<file path="src/verilog/trltd_pkg.sv">
// package: register map, fields, resets and carriers for the readout block
package trltd_pkg;

    // apb address width and register index width
    localparam int TRLTD_AW = 8;
    localparam int TRLTD_IW = TRLTD_AW - 2;

    // register indices; byte address is four times the index
    localparam logic [5:0] IDX_FLAGS1 = 6'h00;
    localparam logic [5:0] IDX_FLAGS2 = 6'h01;
    localparam logic [5:0] IDX_LSB_INT_SUP = 6'h03;
    localparam logic [5:0] IDX_LSB_EXT = 6'h04;
    localparam logic [5:0] IDX_MSB_SUP = 6'h06;
    localparam logic [5:0] IDX_MSB_INT = 6'h07;
    localparam logic [5:0] IDX_MSB_EXT = 6'h08;
    localparam logic [5:0] IDX_CFG1 = 6'h18;
    localparam logic [5:0] IDX_CFG3 = 6'h1A;
    localparam logic [5:0] IDX_DAC_SPAN = 6'h1B;
    localparam logic [5:0] IDX_MASK1 = 6'h1D;
    localparam logic [5:0] IDX_MASK2 = 6'h1E;
    localparam logic [5:0] IDX_OFF_INT = 6'h21;
    localparam logic [5:0] IDX_OFF_EXT = 6'h22;
    localparam logic [5:0] IDX_SUP_HIGH = 6'h23;
    localparam logic [5:0] IDX_SUP_LOW = 6'h24;
    localparam logic [5:0] IDX_INT_HIGH = 6'h25;
    localparam logic [5:0] IDX_INT_LOW = 6'h26;
    localparam logic [5:0] IDX_EXT_HIGH = 6'h27;
    localparam logic [5:0] IDX_EXT_LOW = 6'h28;

    // reset values
    localparam logic [7:0] RST_ZERO = 8'h00;
    localparam logic [7:0] RST_OFF = 8'hD8;
    localparam logic [7:0] RST_SUP_HIGH = 8'hC9;
    localparam logic [7:0] RST_SUP_LOW = 8'h62;
    localparam logic [7:0] RST_INT_HIGH = 8'h64;
    localparam logic [7:0] RST_INT_LOW = 8'hC9;
    localparam logic [7:0] RST_EXT_HIGH = 8'hFF;
    localparam logic [7:0] RST_EXT_LOW = 8'h00;

    // field positions
    localparam int CFG1_POL_BIT = 1;
    localparam int CFG1_SWRST_BIT = 7;
    localparam int CFG3_RES10_BIT = 1;
    localparam int CFG3_DACA_BIT = 5;
    localparam int CFG3_DACB_BIT = 6;
    localparam int SPAN_A_BIT = 0;
    localparam int SPAN_B_BIT = 1;
    localparam int F1_INT_HIGH = 0;
    localparam int F1_INT_LOW = 1;
    localparam int F1_EXT_HIGH = 2;
    localparam int F1_EXT_LOW = 3;
    localparam int F1_EXT_FAULT = 4;
    localparam int F2_SUPPLY = 4;
    localparam int LSB_INT_POS = 0;
    localparam int LSB_SUP_POS = 2;
    localparam int LSB_EXT_POS = 0;
    localparam int FRAC_BITS = 2;

    // thermal full scale: 8-bit in whole degrees, 10-bit in quarter degrees
    localparam logic [11:0] DAC8_FULL = 12'h0FF;
    localparam logic [11:0] DAC10_FULL = 12'h3FF;

    typedef enum logic [1:0] {
        CH_SUPPLY,
        CH_INTERNAL,
        CH_EXTERNAL
    } trltd_chan_t;

    // one finished conversion from the sequencer
    typedef struct packed {
        logic valid;
        trltd_chan_t chan;
        logic [9:0] value;
    } trltd_meas_t;

    // one thermal dac channel toward the analog dac
    typedef struct packed {
        logic [9:0] code;
        logic update;
        logic span2;
        logic res10;
    } trltd_dac_t;

endpackage

</file>
<file path="src/verilog/trltd_core.sv">
// readout core: result registers, limits, flags, locks and thermal dacs
//
// Decided for this implementation: the APB interface to the registers.
`timescale 1ns/10ps

// How it works
// [RQ1] one result lsb is a quarter degree
// [RQ2] temperatures are 10-bit two's complement codes
// [RQ3] negative codes read as signed quarter degrees
// [RQ4] store each result, compare with channel limits
// [RQ5] 10-bit results against 8-bit limits
// [RQ6] unmasked out-of-limit events set status flags
// [RQ7] interrupt pin active with programmable polarity
// [RQ8] config3 bits 5,6 select thermal dacs
// [RQ9] thermal dac refreshed on each new result
// [RQ10] 8-bit whole degrees, bit 1 quarter degrees
// [RQ11] dac config bits double dac spans
// [RQ12] track -128 to +127, default zero -40
// [RQ13] offset register sets zero-volt temperature
// [RQ14] host writes offset in two's complement
// [RQ15] clamp at full scale past span top
// [RQ16] code equals temperature minus zero point
// [RQ17] results split into msb and lsb registers
// [RQ18] lsb read freezes its msb registers
// [RQ19] reading a frozen msb releases all
// [RQ20] msb read freezes nothing else
// [RQ21] status registers clear on read, soft reset
// [RQ22] compare upper eight result bits with limit
// [RQ23] interrupt held while unmasked flag remains
module trltd_core
    import trltd_pkg::*;
(
    // clock, reset, enable
    input wire logic ref_clk,
    input wire logic rst_n,
    input wire logic ce,
    // apb slave
    input wire logic psel,
    input wire logic penable,
    input wire logic pwrite,
    input wire logic [TRLTD_AW-1:0] paddr,
    input wire logic [31:0] pwdata,
    output logic [31:0] prdata,
    output logic pready,
    output logic pslverr,
    // conversion results and sensor fault
    input wire trltd_meas_t meas,
    input wire logic ext_fault,
    // interrupt pin level
    output logic int_out,
    // thermal dac a (internal) and b (external)
    output trltd_dac_t [1:0] dac
);

    logic [TRLTD_IW-1:0] idx;
    logic setup;
    logic acc;
    logic rd;
    logic wr;
    logic err_q;
    logic next_err;
    logic [7:0] next_rdata;

    // writable registers
    logic [7:0] cfg1;
    logic [7:0] cfg3;
    logic [7:0] span_cfg;
    logic [7:0] mask1;
    logic [7:0] mask2;
    logic [7:0] off_int;
    logic [7:0] off_ext;
    logic [7:0] sup_high;
    logic [7:0] sup_low;
    logic [7:0] int_high;
    logic [7:0] int_low;
    logic [7:0] ext_high;
    logic [7:0] ext_low;

    // result registers
    logic [7:0] sup_msb;
    logic [7:0] int_msb;
    logic [7:0] ext_msb;
    logic [1:0] sup_lsb;
    logic [1:0] int_lsb;
    logic [1:0] ext_lsb;
    logic lock_a;
    logic lock_b;

    logic [7:0] flags1;
    logic [7:0] flags2;
    logic [7:0] raw1;
    logic [7:0] raw2;
    logic swrst;
    logic got_sup;
    logic got_int;
    logic got_ext;
    logic [7:0] res_msb;

    assign idx = paddr[TRLTD_AW-1:2];
    assign setup = psel & ~penable;
    assign acc = psel & penable;
    // zero wait states: every access ends in its first access cycle
    assign pready = 1'b1;
    assign rd = acc & ~pwrite & ~err_q;
    assign wr = acc & pwrite & ~err_q;
    assign swrst = cfg1[CFG1_SWRST_BIT];

    assign got_sup = meas.valid & (meas.chan == CH_SUPPLY);
    assign got_int = meas.valid & (meas.chan == CH_INTERNAL);
    assign got_ext = meas.valid & (meas.chan == CH_EXTERNAL);
    assign res_msb = meas.value[9:FRAC_BITS]; // [RQ22]

    // read mux and decode; unmapped or misaligned accesses and writes to
    // read-only registers are answered with an error
    always_comb begin
        next_rdata = 8'h00;
        next_err = 1'b0;
        case (idx)
            IDX_FLAGS1: next_rdata = flags1;
            IDX_FLAGS2: next_rdata = flags2;
            IDX_LSB_INT_SUP: begin
                next_rdata = {4'h0, sup_lsb, int_lsb}; // [RQ17]
            end
            IDX_LSB_EXT: next_rdata = {6'h00, ext_lsb};
            IDX_MSB_SUP: next_rdata = sup_msb;
            IDX_MSB_INT: next_rdata = int_msb;
            IDX_MSB_EXT: next_rdata = ext_msb;
            IDX_CFG1: next_rdata = cfg1;
            IDX_CFG3: next_rdata = cfg3;
            IDX_DAC_SPAN: next_rdata = span_cfg;
            IDX_MASK1: next_rdata = mask1;
            IDX_MASK2: next_rdata = mask2;
            IDX_OFF_INT: next_rdata = off_int;
            IDX_OFF_EXT: next_rdata = off_ext;
            IDX_SUP_HIGH: next_rdata = sup_high;
            IDX_SUP_LOW: next_rdata = sup_low;
            IDX_INT_HIGH: next_rdata = int_high;
            IDX_INT_LOW: next_rdata = int_low;
            IDX_EXT_HIGH: next_rdata = ext_high;
            IDX_EXT_LOW: next_rdata = ext_low;
            default: next_err = 1'b1;
        endcase
        if (pwrite && idx < IDX_CFG1) begin
            next_err = 1'b1;
        end
        if (paddr[1:0] != 2'b00) begin
            next_err = 1'b1;
        end
    end

    // read data and error are captured in the setup cycle
    always_ff @(posedge ref_clk or negedge rst_n) begin
        if (!rst_n) begin
            prdata <= 32'h0000_0000;
            err_q <= 1'b0;
        end else if (ce && setup) begin
            prdata <= pwrite ? 32'h0000_0000 : {24'h000000, next_rdata};
            err_q <= next_err;
        end
    end

    always_comb begin
        pslverr = acc & err_q;
    end

    // configuration and limit registers
    always_ff @(posedge ref_clk or negedge rst_n) begin
        if (!rst_n) begin
            cfg1 <= RST_ZERO;
            cfg3 <= RST_ZERO;
            span_cfg <= RST_ZERO;
            mask1 <= RST_ZERO;
            mask2 <= RST_ZERO;
            off_int <= RST_OFF; // [RQ12]
            off_ext <= RST_OFF;
            sup_high <= RST_SUP_HIGH;
            sup_low <= RST_SUP_LOW;
            int_high <= RST_INT_HIGH;
            int_low <= RST_INT_LOW;
            ext_high <= RST_EXT_HIGH;
            ext_low <= RST_EXT_LOW;
        end else if (ce) begin
            // soft reset bit lasts one cycle
            if (swrst) begin
                cfg1[CFG1_SWRST_BIT] <= 1'b0;
            end
            if (wr) begin
                case (idx)
                    IDX_CFG1: cfg1 <= pwdata[7:0];
                    IDX_CFG3: cfg3 <= pwdata[7:0];
                    IDX_DAC_SPAN: span_cfg <= pwdata[7:0];
                    IDX_MASK1: mask1 <= pwdata[7:0];
                    IDX_MASK2: mask2 <= pwdata[7:0];
                    IDX_OFF_INT: off_int <= pwdata[7:0]; // [RQ13] [RQ14]
                    IDX_OFF_EXT: off_ext <= pwdata[7:0];
                    IDX_SUP_HIGH: sup_high <= pwdata[7:0];
                    IDX_SUP_LOW: sup_low <= pwdata[7:0];
                    IDX_INT_HIGH: int_high <= pwdata[7:0];
                    IDX_INT_LOW: int_low <= pwdata[7:0];
                    IDX_EXT_HIGH: ext_high <= pwdata[7:0];
                    IDX_EXT_LOW: ext_low <= pwdata[7:0];
                    default: ;
                endcase
            end
        end
    end

    // msb locks: an lsb read freezes its msbs, any frozen msb read
    // releases them all
    always_ff @(posedge ref_clk or negedge rst_n) begin
        if (!rst_n) begin
            lock_a <= 1'b0;
            lock_b <= 1'b0;
        end else if (ce && rd) begin
            if ((idx == IDX_MSB_SUP || idx == IDX_MSB_INT) && lock_a
                    || idx == IDX_MSB_EXT && lock_b) begin
                lock_a <= 1'b0; // [RQ19]
                lock_b <= 1'b0; // [RQ19]
            end else if (idx == IDX_LSB_INT_SUP) begin
                lock_a <= 1'b1; // [RQ18] [RQ20]
            end else if (idx == IDX_LSB_EXT) begin
                lock_b <= 1'b1; // [RQ18] [RQ20]
            end
        end
    end

    // result storage; lsbs keep updating, frozen msbs do not
    always_ff @(posedge ref_clk or negedge rst_n) begin
        if (!rst_n) begin
            sup_msb <= RST_ZERO;
            int_msb <= RST_ZERO;
            ext_msb <= RST_ZERO;
            sup_lsb <= 2'b00;
            int_lsb <= 2'b00;
            ext_lsb <= 2'b00;
        end else if (ce) begin
            if (got_sup) begin
                sup_lsb <= meas.value[FRAC_BITS-1:0]; // [RQ4] [RQ17]
                if (!lock_a) begin
                    sup_msb <= res_msb; // [RQ18]
                end
            end
            if (got_int) begin
                int_lsb <= meas.value[FRAC_BITS-1:0]; // [RQ1] [RQ2] [RQ4]
                if (!lock_a) begin
                    int_msb <= res_msb; // [RQ18]
                end
            end
            if (got_ext) begin
                ext_lsb <= meas.value[FRAC_BITS-1:0]; // [RQ4]
                if (!lock_b) begin
                    ext_msb <= res_msb; // [RQ18]
                end
            end
        end
    end

    // limit comparisons on the 8 upper bits; temperatures signed,
    // supply unsigned
    always_comb begin
        raw1 = 8'h00;
        raw2 = 8'h00;
        raw1[F1_INT_HIGH] = got_int
            && $signed(res_msb) > $signed(int_high); // [RQ5] [RQ3]
        raw1[F1_INT_LOW] = got_int
            && $signed(res_msb) < $signed(int_low); // [RQ5] [RQ3]
        raw1[F1_EXT_HIGH] = got_ext
            && $signed(res_msb) > $signed(ext_high); // [RQ5]
        raw1[F1_EXT_LOW] = got_ext
            && $signed(res_msb) < $signed(ext_low); // [RQ5]
        raw1[F1_EXT_FAULT] = ext_fault;
        raw2[F2_SUPPLY] = got_sup
            && (res_msb > sup_high || res_msb < sup_low); // [RQ5] [RQ22]
    end

    // sticky flags: a new event wins over a read or soft-reset clear
    always_ff @(posedge ref_clk or negedge rst_n) begin
        if (!rst_n) begin
            flags1 <= RST_ZERO;
            flags2 <= RST_ZERO;
        end else if (ce) begin
            flags1 <= ((rd && idx == IDX_FLAGS1) || swrst
                ? 8'h00 : flags1) | (raw1 & ~mask1); // [RQ6] [RQ21]
            flags2 <= ((rd && idx == IDX_FLAGS2) || swrst
                ? 8'h00 : flags2) | (raw2 & ~mask2); // [RQ6] [RQ21]
        end
    end

    // masking later also hides a flag already set
    always_ff @(posedge ref_clk or negedge rst_n) begin
        if (!rst_n) begin
            int_out <= 1'b0;
        end else if (ce) begin
            int_out <= (|(flags1 & ~mask1) || |(flags2 & ~mask2))
                == cfg1[CFG1_POL_BIT]; // [RQ7] [RQ23]
        end
    end

    // thermal dacs: a follows internal, b follows external
    for (genvar i = 0; i < 2; i++) begin : g_dac
        logic sel;
        logic hit;
        logic [7:0] offs;
        logic [11:0] t12;
        logic [11:0] diff10;
        logic [11:0] diff8;
        logic [9:0] next_code;

        assign sel = (i == 0) ? cfg3[CFG3_DACA_BIT] : cfg3[CFG3_DACB_BIT];
        assign hit = (i == 0) ? got_int : got_ext;
        assign offs = (i == 0) ? off_int : off_ext;
        assign t12 = {{2{meas.value[9]}}, meas.value};
        // offset is whole degrees, scaled up for quarter-degree mode
        assign diff10 = t12 - {{2{offs[7]}}, offs, 2'b00}; // [RQ16]
        assign diff8 = {{4{meas.value[9]}}, res_msb}
            - {{4{offs[7]}}, offs}; // [RQ16]

        // below zero point sits at zero, past span top at full scale
        always_comb begin
            if (cfg3[CFG3_RES10_BIT]) begin
                if (diff10[11]) begin
                    next_code = 10'h000;
                end else if (diff10 > DAC10_FULL) begin
                    next_code = 10'h3FF; // [RQ15]
                end else begin
                    next_code = diff10[9:0]; // [RQ10]
                end
            end else begin
                if (diff8[11]) begin
                    next_code = 10'h000;
                end else if (diff8 > DAC8_FULL) begin
                    next_code = {DAC8_FULL[7:0], 2'b00}; // [RQ15]
                end else begin
                    next_code = {diff8[7:0], 2'b00}; // [RQ10]
                end
            end
        end

        always_ff @(posedge ref_clk or negedge rst_n) begin
            if (!rst_n) begin
                dac[i] <= '0;
            end else if (ce) begin
                dac[i].update <= sel & hit; // [RQ9]
                dac[i].span2 <= span_cfg[i == 0 ? SPAN_A_BIT
                    : SPAN_B_BIT]; // [RQ11]
                dac[i].res10 <= cfg3[CFG3_RES10_BIT];
                if (sel && hit) begin
                    dac[i].code <= next_code; // [RQ8] [RQ9]
                end
            end
        end
    end

endmodule // trltd_core

</file>
<file path="config.mk">
export PLATFORM = sky130hd
export DESIGN_NAME = trltd_core
export DESIGN_NICKNAME = d
export VERILOG_FILES = /design/src/verilog/trltd_pkg.sv /design/src/verilog/trltd_core.sv
export SDC_FILE = /design/constraint.sdc
export NUM_CORES = 1
export LEC_CHECK = 0
export ABC_AREA = 1
export ABC_CLOCK_PERIOD_IN_PS = 2610
export BUFFER_PORTS_ARGS = -buffer_cell sky130_fd_sc_hd__buf_4
export CELL_PAD_IN_SITES_DETAIL_PLACEMENT = 1
export CELL_PAD_IN_SITES_GLOBAL_PLACEMENT = 1
export CORE_ASPECT_RATIO = 1.25
export CORE_MARGIN = 2
export CORE_UTILIZATION = 44
export DETAILED_ROUTE_END_ITERATION = 8
export GPL_TIMING_DRIVEN = 0
export PLACE_DENSITY = 0.84
export REMOVE_ABC_BUFFERS = 1
export SLEW_MARGIN = 20
export SYNTH_ARGS = -nofsm -noshare
export SYNTH_HDL_FRONTEND = slang
export SYNTH_SLANG_ARGS = --single-unit
</file>
<file path="constraint.sdc">
create_clock -name ref_clk -period 2.61 [get_ports ref_clk]
set_input_delay 0.522 -clock ref_clk [delete_from_list [all_inputs] [get_ports ref_clk]]
set_output_delay 0.522 -clock ref_clk [all_outputs]
set_load 0.005 [all_outputs]
</file>
After elaboration in Yosys (flattened, before gate mapping)
Index checks and enable logic that the tools add are counted.

Input bits: 60. Flip-flop bits (word level): 211. Output and inout bits: 61. Word-level logic and storage cells: 172.

$add $sub $neg: 4. Magnitude comparators: 11. Multiplexer cells: 24. Bitwise operators: 25. Reduce and logical (&&, ||, !) cells: 51. Equality and inequality tests: 23.

Operators with widths (number): $pmux 8 s20 (1); $mux 10 (10); $reduce_and 3->1 (17); $eq 6x6->1 const B (8); $mux 8 (5); $eq 6x5->1 const B (5); $gt 12x10->1 const B (2); $gt 12x8->1 const B (2); $gt 8x8->1 (3); $lt 8x8->1 (3); $sub 10x10->11 (2); $reduce_or 20->1 (1); $eq 6x3->1 const B (3); $sub 8x8->9 (2); $and 5x8->8 (2); $and 8x8->8 (2); $not 8->8 (2); $or 8x8->8 (2); $reduce_or 8->1 (2); $logic_and 1x1->1 (14); $and 1x1->1 (12); $reduce_and 2->1 (6); $mux 1 (8); $eq 6x1->1 const B (1); other kinds (12) (23).

Depth between registers and ports, before layout
Gate-level depths: netlist (run 1).

Depth after elaboration: 7. Gate-level depth with buffers: 13. Mapped depth without buffers: 13.

Least setup slack after synthesis (run 1)
OpenSTA, ideal clock, no wires.

Kind: input port to flip-flop. Start point: in meas[2] (netlist bit). End point: reg dac[25] (netlist bit). Data arrival time: 2.090 ns. Setup slack: 0.454 ns. Path buffers: 0. Library setup time: 0.066 ns. Data required time: 2.544 ns. Stages on the path: 12. Cell sequence: inv_1 -> ha_1 -> fa_1 -> o21ai_0 -> nand2_1 -> nor2_1 -> nand2_1 -> nand2_1 -> nand2_1 -> inv_1 -> nand3_1 -> nand2_1.

Longest elaborated chain between the ends: 5. Elaborated cells between the ends (all ways): 9. Classes of those cells: 2 x add/sub; 2 x order compare; 5 x mux.

RTL lines: start: declaration (line trltd_core.sv:47) `input wire trltd_meas_t meas,`; $sub 10x10->11 or $sub 8x8->9 (tied branches) (line trltd_core.sv:314, trltd_core.sv:316); $gt 12x10->1 or $gt 12x8->1 (tied branches) (line trltd_core.sv:323, trltd_core.sv:331); $mux 10, on equally long branches (line trltd_core.sv:323, trltd_core.sv:331); $mux 10, on equally long branches (line trltd_core.sv:321, trltd_core.sv:329); $mux 10 (*) (line trltd_core.sv:320) `if (cfg3[CFG3_RES10_BIT]) begin`; end: declaration (line trltd_core.sv:52) `output trltd_dac_t [1:0] dac`.

Every way passes the cells marked *; elsewhere a longest branch is shown, timed or not. A chain may end at the register's enable or synchronous reset.

Worst setup path after layout (run 1)
Start point: in meas[2] (netlist bit). End point: reg dac[4] (netlist bit).

Longest elaborated chain between the ends: 5. Elaborated cells between the ends (all ways): 7. Classes of those cells: 2 x add/sub; 1 x order compare; 4 x mux.

RTL lines: $sub 10x10->11 (line trltd_core.sv:314) `assign diff10 = t12 - {{2{offs[7]}}, offs, 2'b00};`; $gt 12x10->1 (line trltd_core.sv:323) `end else if (diff10 > DAC10_FULL) begin`; $mux 10 (line trltd_core.sv:323); $mux 10 (line trltd_core.sv:321) `if (diff10[11]) begin`; $mux 10 (*) (line trltd_core.sv:320).

Marks and branches as above.

==> summary.txt, run 1 <==
Status: finished clean
Max Slew Vio Count: 0
Area growth syn-to-layout: 12.4%
Final WS setup: 0.261 ns
Lkg Pwr: 5.48 nW
Routed WL: 33,800 µm
Post-synth ARST share: 100%
1st-iter DRT viols: 603
Fmax: 0.426 GHz
Die H: 174 µm
H-tree depth: 4
Yosys warns: 0
Root Driver: clkbuf_16
GRT Overall Usage: 28.5%
ANT cells: 0
Cell repeated most along the worst path: o21ai_0
Post-Syn Area: 0.0101 mm²
Final ANT Viol Nets: 0
Slew at the pin with the worst max-slew slack: 0.941 ns
Die X: 140 µm
Fillers: 2,886
Via/cell ratio: 5.43
Setup crit end kind: register
Crit path cell chain: buf_4 -> inv_1 -> ha_1 -> fa_1 -> o21ai_0 -> nand3_1 -> o211ai_1 -> nand2_1 -> o21ai_0
Grt ovf: 0
Yosys top cell area share: 36.2%
Clk sinks: 177
Largest net degree at the start of global routing: 81
Relative slew slack: 37.0%
# nets final: 1,492
Total Power: 5.99 mW
Sequential element share of the synthesized area: 44.0%
TritonCTS clock tree: built
Ys flop type: dfrtp_1
Final Hold Vio Count: 0
Mapped Cells: 1,311
RSZ-0062 raised after global routing: no
Hold Path Class: in -> reg
Post-synth top cells: nand2_1 (430), o21ai_0 (162), dfrtp_1 (147), inv_1 (139), nor2_1 (70)
Die ar.: 0.0243 mm²
Core Util, Final: 50.0%
DRC Markers: 0
Dpl cells: 1,637
Slowest-stage cell, CP: fa_1
Setup_tns: 0 ns
Final period util: 90.0%
RePlAce Congestion: 0.942
Initial antenna violation count: 0
Vias in the first global route: 9,511
IO buf count: 71
Most common cell in the netlist: nand2_1
Global-route wire length before repair: 53,200 µm
Routed vias: 9,075
CP Class: in -> reg
Leading area contributor after synthesis: dfrtp_1
CP delay by family, top: adder cells
DR WL/cell: 20.2 µm
Share of cells above drive strength 1: 13.1%
CTS max path bufs: 2
Yosys reg bits: 177
Crit path buf inv count: 2
Power per cell area: 525 mW/mm²
Final instance area: 0.0114 mm²
Required @ worst endpoint: 2.97 ns
Row cnt: 62
Core ar.: 0.0228 mm²
Distinct cells, synth: 35
I/O pin count: 121
Post-CTS setup buffer count: 0
Worst-path clk slew: 0.07 ns
Clk Latency, worst-skew pair: 0.45 ns
CTS Buf Count: 17
WHS: 0.315 ns
Final HPWL DP: 24,800 µm
Maximum fanout along the worst path: 10
Post-synth EDFFs: 0
Slowest stage delay, CP: 0.42 ns
Place WS: -0.460 ns
Max-Cap Viols: 0
Avg Cell Area, Syn: 7.74 µm²
Initial Utilization: 44.5%
Setup violators final: 0
CP Launch Type: input port
Placed inst area: 0.0108 mm²
Final setup skew: 0.00893 ns
VDD IR max: 0.000504 V
TritonRoute pass-1 iters: 5
Arr. time, crit path: 2.71 ns
Final Non-Filler Cells: 1,670
Synth top area cells: dfrtp_1 (36%), nand2_1 (16%), o21ai_0 (8.0%), dfstp_2 (7.8%), ha_1 (7.5%)
Minimum clock period after layout: 2.35 ns
[final timing paths]
| path | startpoint | endpoint | slack [ns] | depth (start not counted) |
|---|---|---|---|---|
| max | meas[2] | dac[4] | 0.26 | 9 |
| min | meas[2] | ext_msb[0] | 0.31 | 3 |
| max reg2reg | g_dac[0].offs[0] | dac[4] | 0.36 | 7 |
| min reg2reg | prdata[5] | prdata[5] | 0.48 | 2 |
| max in group asynchronous | rst_n | g_dac[1].offs[3] | 1.03 | 4 |
| min in group asynchronous | rst_n | g_dac[0].offs[1] | 0.56 | 2 |
[cell type report]
| type | count | area [µm²] | area share [%] |
|---|---|---|---|
| clock buffers | 17 | 425 | 3.73 |
| clock inverters | 15 | 136 | 1.20 |
| inverters | 147 | 552 | 4.84 |
| multi-input cells | 952 | 4860 | 42.6 |
| flip-flops and latches | 177 | 4470 | 39.2 |
| well taps | 288 | 360 | 3.16 |
| repair buffers | 74 | 606 | 5.31 |
[logic make-up (layout without fill, tap and decap cells)]
logic type | Yosys count | count (layout) | synth area share [%]
XOR/XNOR | 12 | 12 | 1.04
AO/OA/AOI/OAI | 228 | 228 | 11.6
AND/OR/NAND/NOR | 619 | 619 | 25.7
multiplexers | 5 | 5 | 0.555
adder cells (fa/ha/maj) | 63 | 63 | 7.92
flip-flops | 177 | 177 | 44.0
buffers and inverters | 205 | 253 | 9.06
other | 2 | 25 | 0.0740
[power breakdown]
part / switching, mW / internal [mW]
sequential: 0.0547 / 2.83
clock: 1.19 / 1.32
combinational: 0.409 / 0.186
total: 1.65 / 4.34
[what timing repair did]
action                                  CTS  global route
hold buffers                              1             0
gates resized for setup                   1             1
endpoints found under the setup margin    8            44
hold endpoints to repair                 34             0
[per-layer routing]
layer	part of all wire (%)	GRT usage [%]	vias to the layer above
met4	3.2	10.6	0
met1	41	34.8	4506
met3	3.8	4.14	61
met5	0	0	-
met2	52	51.0	222
li1	-	-	4286
[layout by cell type, fill, tap and decap left out, types with 11 or more instances in the layout]
master / synthesis / layout
a21oi_1: 39 / 39
buf_4: 30 / 70
clkbuf_16: 0 / 17
conb_1: 2 / 25
dfrtp_1: 147 / 147
dfstp_2: 30 / 30
ha_1: 61 / 61
inv_1: 139 / 139
nand2_1: 430 / 430
nand3_1: 55 / 55
nand4_1: 24 / 24
nor2_1: 70 / 68
nor2_4: 10 / 11
o21ai_0: 162 / 162
o21ai_1: 11 / 11
[sequential cells by signal (all words and copies together), names as in the netlist, 5 cells and up]
signal      flops
cfg3            8
mask1           8
ext_high        8
sup_high        8
int_low         8
prdata          8
g_dac.offs     16
sup_msb         8
dac            25
cfg1            8
int_high        8
span_cfg        8
ext_low         8
int_msb         8
flags1          5
mask2           8
sup_low         8
ext_msb         8
[tightest hold or removal path: stages]
cell and delay [ns]:
buf_4 0.10, nand2_1 0.05, o21ai_0 0.06
(Power assumes the default switching activity.)
==> run 2: changes to the inputs <==
ABC_CLOCK_PERIOD_IN_PS = 2550   (was 2610)
CAP_MARGIN = 5   (was unset)
clock period = 2.55 ns   (was 2.61 ns; I/O delays follow)
==> summary.txt, run 2 (synthesized netlist as in run 1, its figures left out) <==
Initial Utilization: 44.5% (unchanged)
Die H: 174 µm (unchanged)
Max Slew Vio Count: 0 (unchanged)
RePlAce Congestion: 0.942 (unchanged)
Setup crit end kind: register
Required @ worst endpoint: 2.94 ns (-0.03 ns)
Largest net degree at the start of global routing: 81 (unchanged)
Routed vias: 9,074 (-0.011%)
1st-iter DRT viols: 606 (+0.50%)
Final Hold Vio Count: 0 (unchanged)
Worst r2r src: err_q
Final Non-Filler Cells: 1,670 (unchanged)
Final period util: 89.9%
DRC Markers: 0 (unchanged)
Global-route wire length before repair: 53,200 µm (unchanged)
Final ANT Viol Nets: 0 (unchanged)
CP Class: in -> reg
Share of cells above drive strength 1: 13.1% (unchanged)
CP Launch Point: paddr[6]
CTS Buf Count: 17 (unchanged)
Relative slew slack: 37.0% (about the same)
Fmax: 0.436 GHz
Hold_sp: meas[2]
Most frequent cells in the layout: nand2_1 (430), o21ai_0 (160), dfrtp_1 (147)
DR WL/cell: 20.2 µm (about the same)
ANT cells: 0 (unchanged)
Row cnt: 62 (unchanged)
Arr. time, crit path: 2.69 ns (-0.02 ns)
TritonRoute pass-1 iters: 5 (unchanged)
Worst-path clk slew: 0.07 ns (about the same)
Lkg Pwr: 5.48 nW (about the same)
Grt ovf: 0 (unchanged)
Hold Path Class: in -> reg
Power per cell area: 538 mW/mm² (+2.4%)
Minimum clock period after layout: 2.29 ns
Initial antenna violation count: 0 (unchanged)
Largest register FFs: 25 (unchanged)
Vias in the first global route: 9,511 (unchanged)
Status: finished clean
CP Launch Type: input port
I/O pin count: 121 (unchanged)
Post-CTS setup buffer count: 0 (unchanged)
Final instance area: 0.0114 mm² (unchanged)
CTS max path bufs: 2 (unchanged)
Clk sinks: 177 (unchanged)
IO buf count: 71 (unchanged)
Via/cell ratio: 5.43 (about the same)
Final HPWL DP: 24,800 µm (unchanged)
# nets final: 1,492 (unchanged)
Area growth syn-to-layout: 12.4% (unchanged)
Setup violators final: 0 (unchanged)
GRT Overall Usage: 28.5% (unchanged)
Core ar.: 0.0228 mm² (unchanged)
Die X: 140 µm (unchanged)
TritonCTS clock tree: built
Die ar.: 0.0243 mm² (unchanged)
Maximum fanout along the worst path: 14 (+4)
Final setup skew: 0.00892 ns (-0.0000151 ns)
Placed inst area: 0.0108 mm² (unchanged)
Slew at the pin with the worst max-slew slack: 0.941 ns (+0.000186 ns)
Routed WL: 33,800 µm (about the same)
Dpl cells: 1,637 (unchanged)
Root Driver: clkbuf_16
RSZ-0062 raised after global routing: no
VDD IR max: 0.000515 V (+2.3%)
Largest Register: dac
Fillers: 2,886 (unchanged)
Max-Cap Viols: 0 (unchanged)
Most common cell after layout, fill and taps aside: nand2_1
H-tree depth: 4 (unchanged)
Clk Latency, worst-skew pair: 0.45 ns (about the same)
## run 2: cell counts in the layout (fill, tap and decap cells not counted)
No cell type changed its count.
## run 2: metrics by stage
stage / hold slack (ns) / TNS [ns] / setup WS [ns] / total power [mW] / util (%)
6_report: 0.303 / 0 / 0.256 / 6.13 / 50.0
3_3_place_gp: 0.461 / -30.53 / -0.465 / 3.55 / 47.2
3_5_place_dp: 0.426 / -11.99 / -0.508 / 3.59 / 47.5
4_1_cts: 0.304 / 0 / 0.0880 / 6.15 / 50.0
2_1_floorplan: 0.214 / 0 / 0.406 / 3.28 / -
5_1_grt: 0.338 / 0 / 0.0896 / 6.33 / 50.0
## run 2: path summary, 6_finish.rpt
path,to,slack (ns),depth (start not counted)
worst min-delay path,ext_msb[0],0.30,3
worst min register to register,prdata[5],0.48,2
min in group asynchronous,g_dac[0].offs[1],0.54,2
max in group asynchronous,g_dac[1].offs[3],0.98,4
worst max register to register,cfg3[5],0.41,5
worst max-delay path,prdata[4],0.26,12
## run 2: worst max-delay path, cell delays in order
cell	delay, ns
buf_4	0.14
nor2_2	0.57
nand3_1	0.53
nand2_1	0.20
inv_1	0.06
nand2_1	0.06
nor2_1	0.05
nand2_1	0.14
nand2_2	0.09
nor2_4	0.18
nand2_1	0.08
nand2_1	0.07
## run 2: final cells by class
class	instances	area [µm²]	area share (%)
Clock buffer	17	425	3.73
Clock inverter	15	136	1.20
Inverter	147	552	4.84
Multi-Input combinational cell	952	4860	42.6
Sequential cell	177	4470	39.2
Tap cell	288	360	3.16
Timing Repair Buffer	74	606	5.31
## run 2: report_power, final
group | total [mW] | switching, mW | internal, mW
clock | 2.57 | 1.22 | 1.36
combinational | 0.610 | 0.419 | 0.191
sequential | 2.95 | 0.0559 | 2.89
## run 2: metal layers
metal	routed length (µm)	vias up	track usage [%]	part of all wire, %
met3	1300	61	4.14	3.8
met5	0	-	0	0
li1	-	4285	-	-
met1	14000	4504	34.8	41
met4	1070	0	10.6	3.2
met2	17500	224	51.0	52
## run 2: repair_timing
item	CTS	global route
endpoints found under the setup margin	9	51
gates cloned	0	0
hold buffers	1	0
endpoints found under the hold margin	34	0
resized for setup	1	3
==> run 3: changes to the inputs <==
CORE_UTILIZATION = 40   (was 44)
PLACE_DENSITY = 0.78   (was 0.84)
TNS_END_PERCENT = 20   (was unset)
==> summary.txt, run 3 (synthesized netlist as in run 1, its figures left out) <==
Status: finished clean
Die H: 182 µm (+4.8%)
Via/cell ratio: 5.22 (-3.9%)
Place WS: -0.529 ns (-0.0206 ns)
Final WS setup: 0.190 ns (-0.0668 ns)
WHS: 0.315 ns (+0.0116 ns)
Max-Cap Viols: 0 (unchanged)
Initial antenna violation count: 0 (unchanged)
# nets final: 1,492 (unchanged)
Share of cells above drive strength 1: 12.9% (-0.22 points)
Hold Path Class: in -> reg
H-tree depth: 4 (unchanged)
TritonCTS clock tree: built
Crit path cell chain: buf_4 -> inv_1 -> ha_1 -> fa_1 -> o21ai_1 -> nand3_1 -> o211ai_1 -> nand2_1 -> o21ai_0
Routed vias: 8,961 (-1.2%)
Fillers: 3,095 (+7.2%)
Clk Latency, worst-skew pair: 0.45 ns (about the same)
Worst-path clk slew: 0.06 ns (about the same)
Grt ovf: 0 (unchanged)
DRC Markers: 0 (unchanged)
Dpl cells: 1,684 (+2.9%)
Largest register FFs: 25 (unchanged)
I/O pin count: 121 (unchanged)
Maximum fanout along the worst path: 10 (-4)
DR WL/cell: 19.2 µm (-5.0%)
Routed WL: 33,000 µm (-2.3%)
Final ANT Viol Nets: 0 (unchanged)
Relative slew slack: 38.1% (+1.1 points)
Max Slew Vio Count: 0 (unchanged)
Final Hold Vio Count: 0 (unchanged)
Setup violators final: 0 (unchanged)
RePlAce Congestion: 0.923 (-2.0%)
ANT cells: 0 (unchanged)
CTS Buf Count: 17 (unchanged)
Required @ worst endpoint: 2.91 ns (-0.03 ns)
CP Launch Type: input port
Slowest-stage cell, CP: fa_1
Slew at the pin with the worst max-slew slack: 0.919 ns (-0.0224 ns)
Setup crit end kind: register
Row cnt: 65 (+4.8%)
CP Class: in -> reg
Total Power: 6.31 mW (+2.9%)
Placed inst area: 0.0109 mm² (+0.54%)
Initial Utilization: 40.4% (-4.1 points)
Power per cell area: 548 mW/mm² (+2.0%)
Arr. time, crit path: 2.72 ns (+0.03 ns)
IO buf count: 71 (unchanged)
GRT Overall Usage: 25.6% (-3.0 points)
Lkg Pwr: 5.50 nW (+0.39%)
Final Non-Filler Cells: 1,717 (+2.8%)
Largest net degree at the start of global routing: 98 (+21%)
Largest Register: dac
Vias in the first global route: 9,253 (-2.7%)
1st-iter DRT viols: 536 (-12%)
Most common cell after layout, fill and taps aside: nand2_1
TritonRoute pass-1 iters: 5 (unchanged)
Core Util, Final: 45.8% (-4.2 points)
Final setup skew: 0.0119 ns (+0.00298 ns)
Global-route wire length before repair: 51,800 µm (-2.6%)
Minimum clock period after layout: 2.36 ns (+0.0668 ns)
Most frequent cells in the layout: nand2_1 (430), o21ai_0 (161), dfrtp_1 (147)
CTS max path bufs: 2 (unchanged)
Final HPWL DP: 24,600 µm (-0.90%)
Setup_tns: 0 ns (unchanged)
Root Driver: clkbuf_16
Area growth syn-to-layout: 13.4%
Slowest stage delay, CP: 0.42 ns (-0.15 ns)
Final period util: 92.6% (+2.6 points)
Die X: 146 µm (+4.7%)
Final instance area: 0.0115 mm² (+0.90%)
VDD IR max: 0.000497 V (-3.5%)
RSZ-0062 raised after global routing: no
Clk sinks: 177 (unchanged)
Fmax: 0.424 GHz (-2.8%)
Core ar.: 0.0251 mm² (+10%)
Die ar.: 0.0267 mm² (+9.7%)
[run 3: changes by cell type in the layout (fill, tap and decap cells not counted), sizes merged]
cell / before / now
clkinv: 8 / 5
inv: 150 / 146
clkbuf: 17 / 23
bufinv: 1 / 3
clkinvlp: 3 / 2
[run 3: final timing paths]
check	cells after the start	slack, ns	to	start
worst min register to register	2	0.48	dac[25]	dac[25]
min in group asynchronous	2	0.47	int_high[7]	rst_n
worst max register to register	5	0.26	cfg1[5]	err_q
worst min-delay path	3	0.31	int_msb[0]	meas[2]
worst max-delay path	9	0.19	dac[4]	meas[2]
max in group asynchronous	4	1.03	g_dac[1].offs[3]	rst_n
[run 3: final cells by class]
class | instances | area, µm² | area share [%]
tap | 335 | 419 | 3.64
inverter | 147 | 552 | 4.80
multi-input combinational | 952 | 4850 | 42.2
timing repair buffer | 74 | 606 | 5.26
clock buffer | 23 | 478 | 4.15
clock inverter | 9 | 133 | 1.15
sequential | 177 | 4470 | 38.8
[run 3: power by group]
| group | internal [mW] | total (mW) | switching [mW] |
|---|---|---|---|
| clock | 1.62 | 2.76 | 1.14 |
| combinational | 0.190 | 0.603 | 0.413 |
| sequential | 2.90 | 2.95 | 0.0511 |
| total | 4.70 | 6.31 | 1.60 |
[run 3: worst max-delay path, delay by kind of cell]
| family | cells | cell delay, ns |
|---|---|---|
| AO/OA/AOI/OAI | 3 | 0.66 |
| AND/OR/NAND/NOR | 2 | 0.36 |
| buffers and inverters | 2 | 0.38 |
| adder cells (fa/ha/maj) | 2 | 0.79 |
[run 3: what timing repair did]
item,in CTS,in global routing
buffers inserted,0,0
hold endpoints to repair,10,0
gates cloned,0,0
resized for setup,2,1
hold buffers,1,0
setup endpoints to repair,7,10
[run 3: routing by layer]
| metal | vias to the layer above | track usage [%] | wire length (µm) |
|---|---|---|---|
| met5 | - | 0 | 0 |
| met4 | 0 | 10.8 | 1260 |
| met3 | 69 | 3.75 | 1100 |
| met2 | 196 | 44.5 | 16500 |
| met1 | 4419 | 31.8 | 14200 |
| li1 | 4277 | - | - |
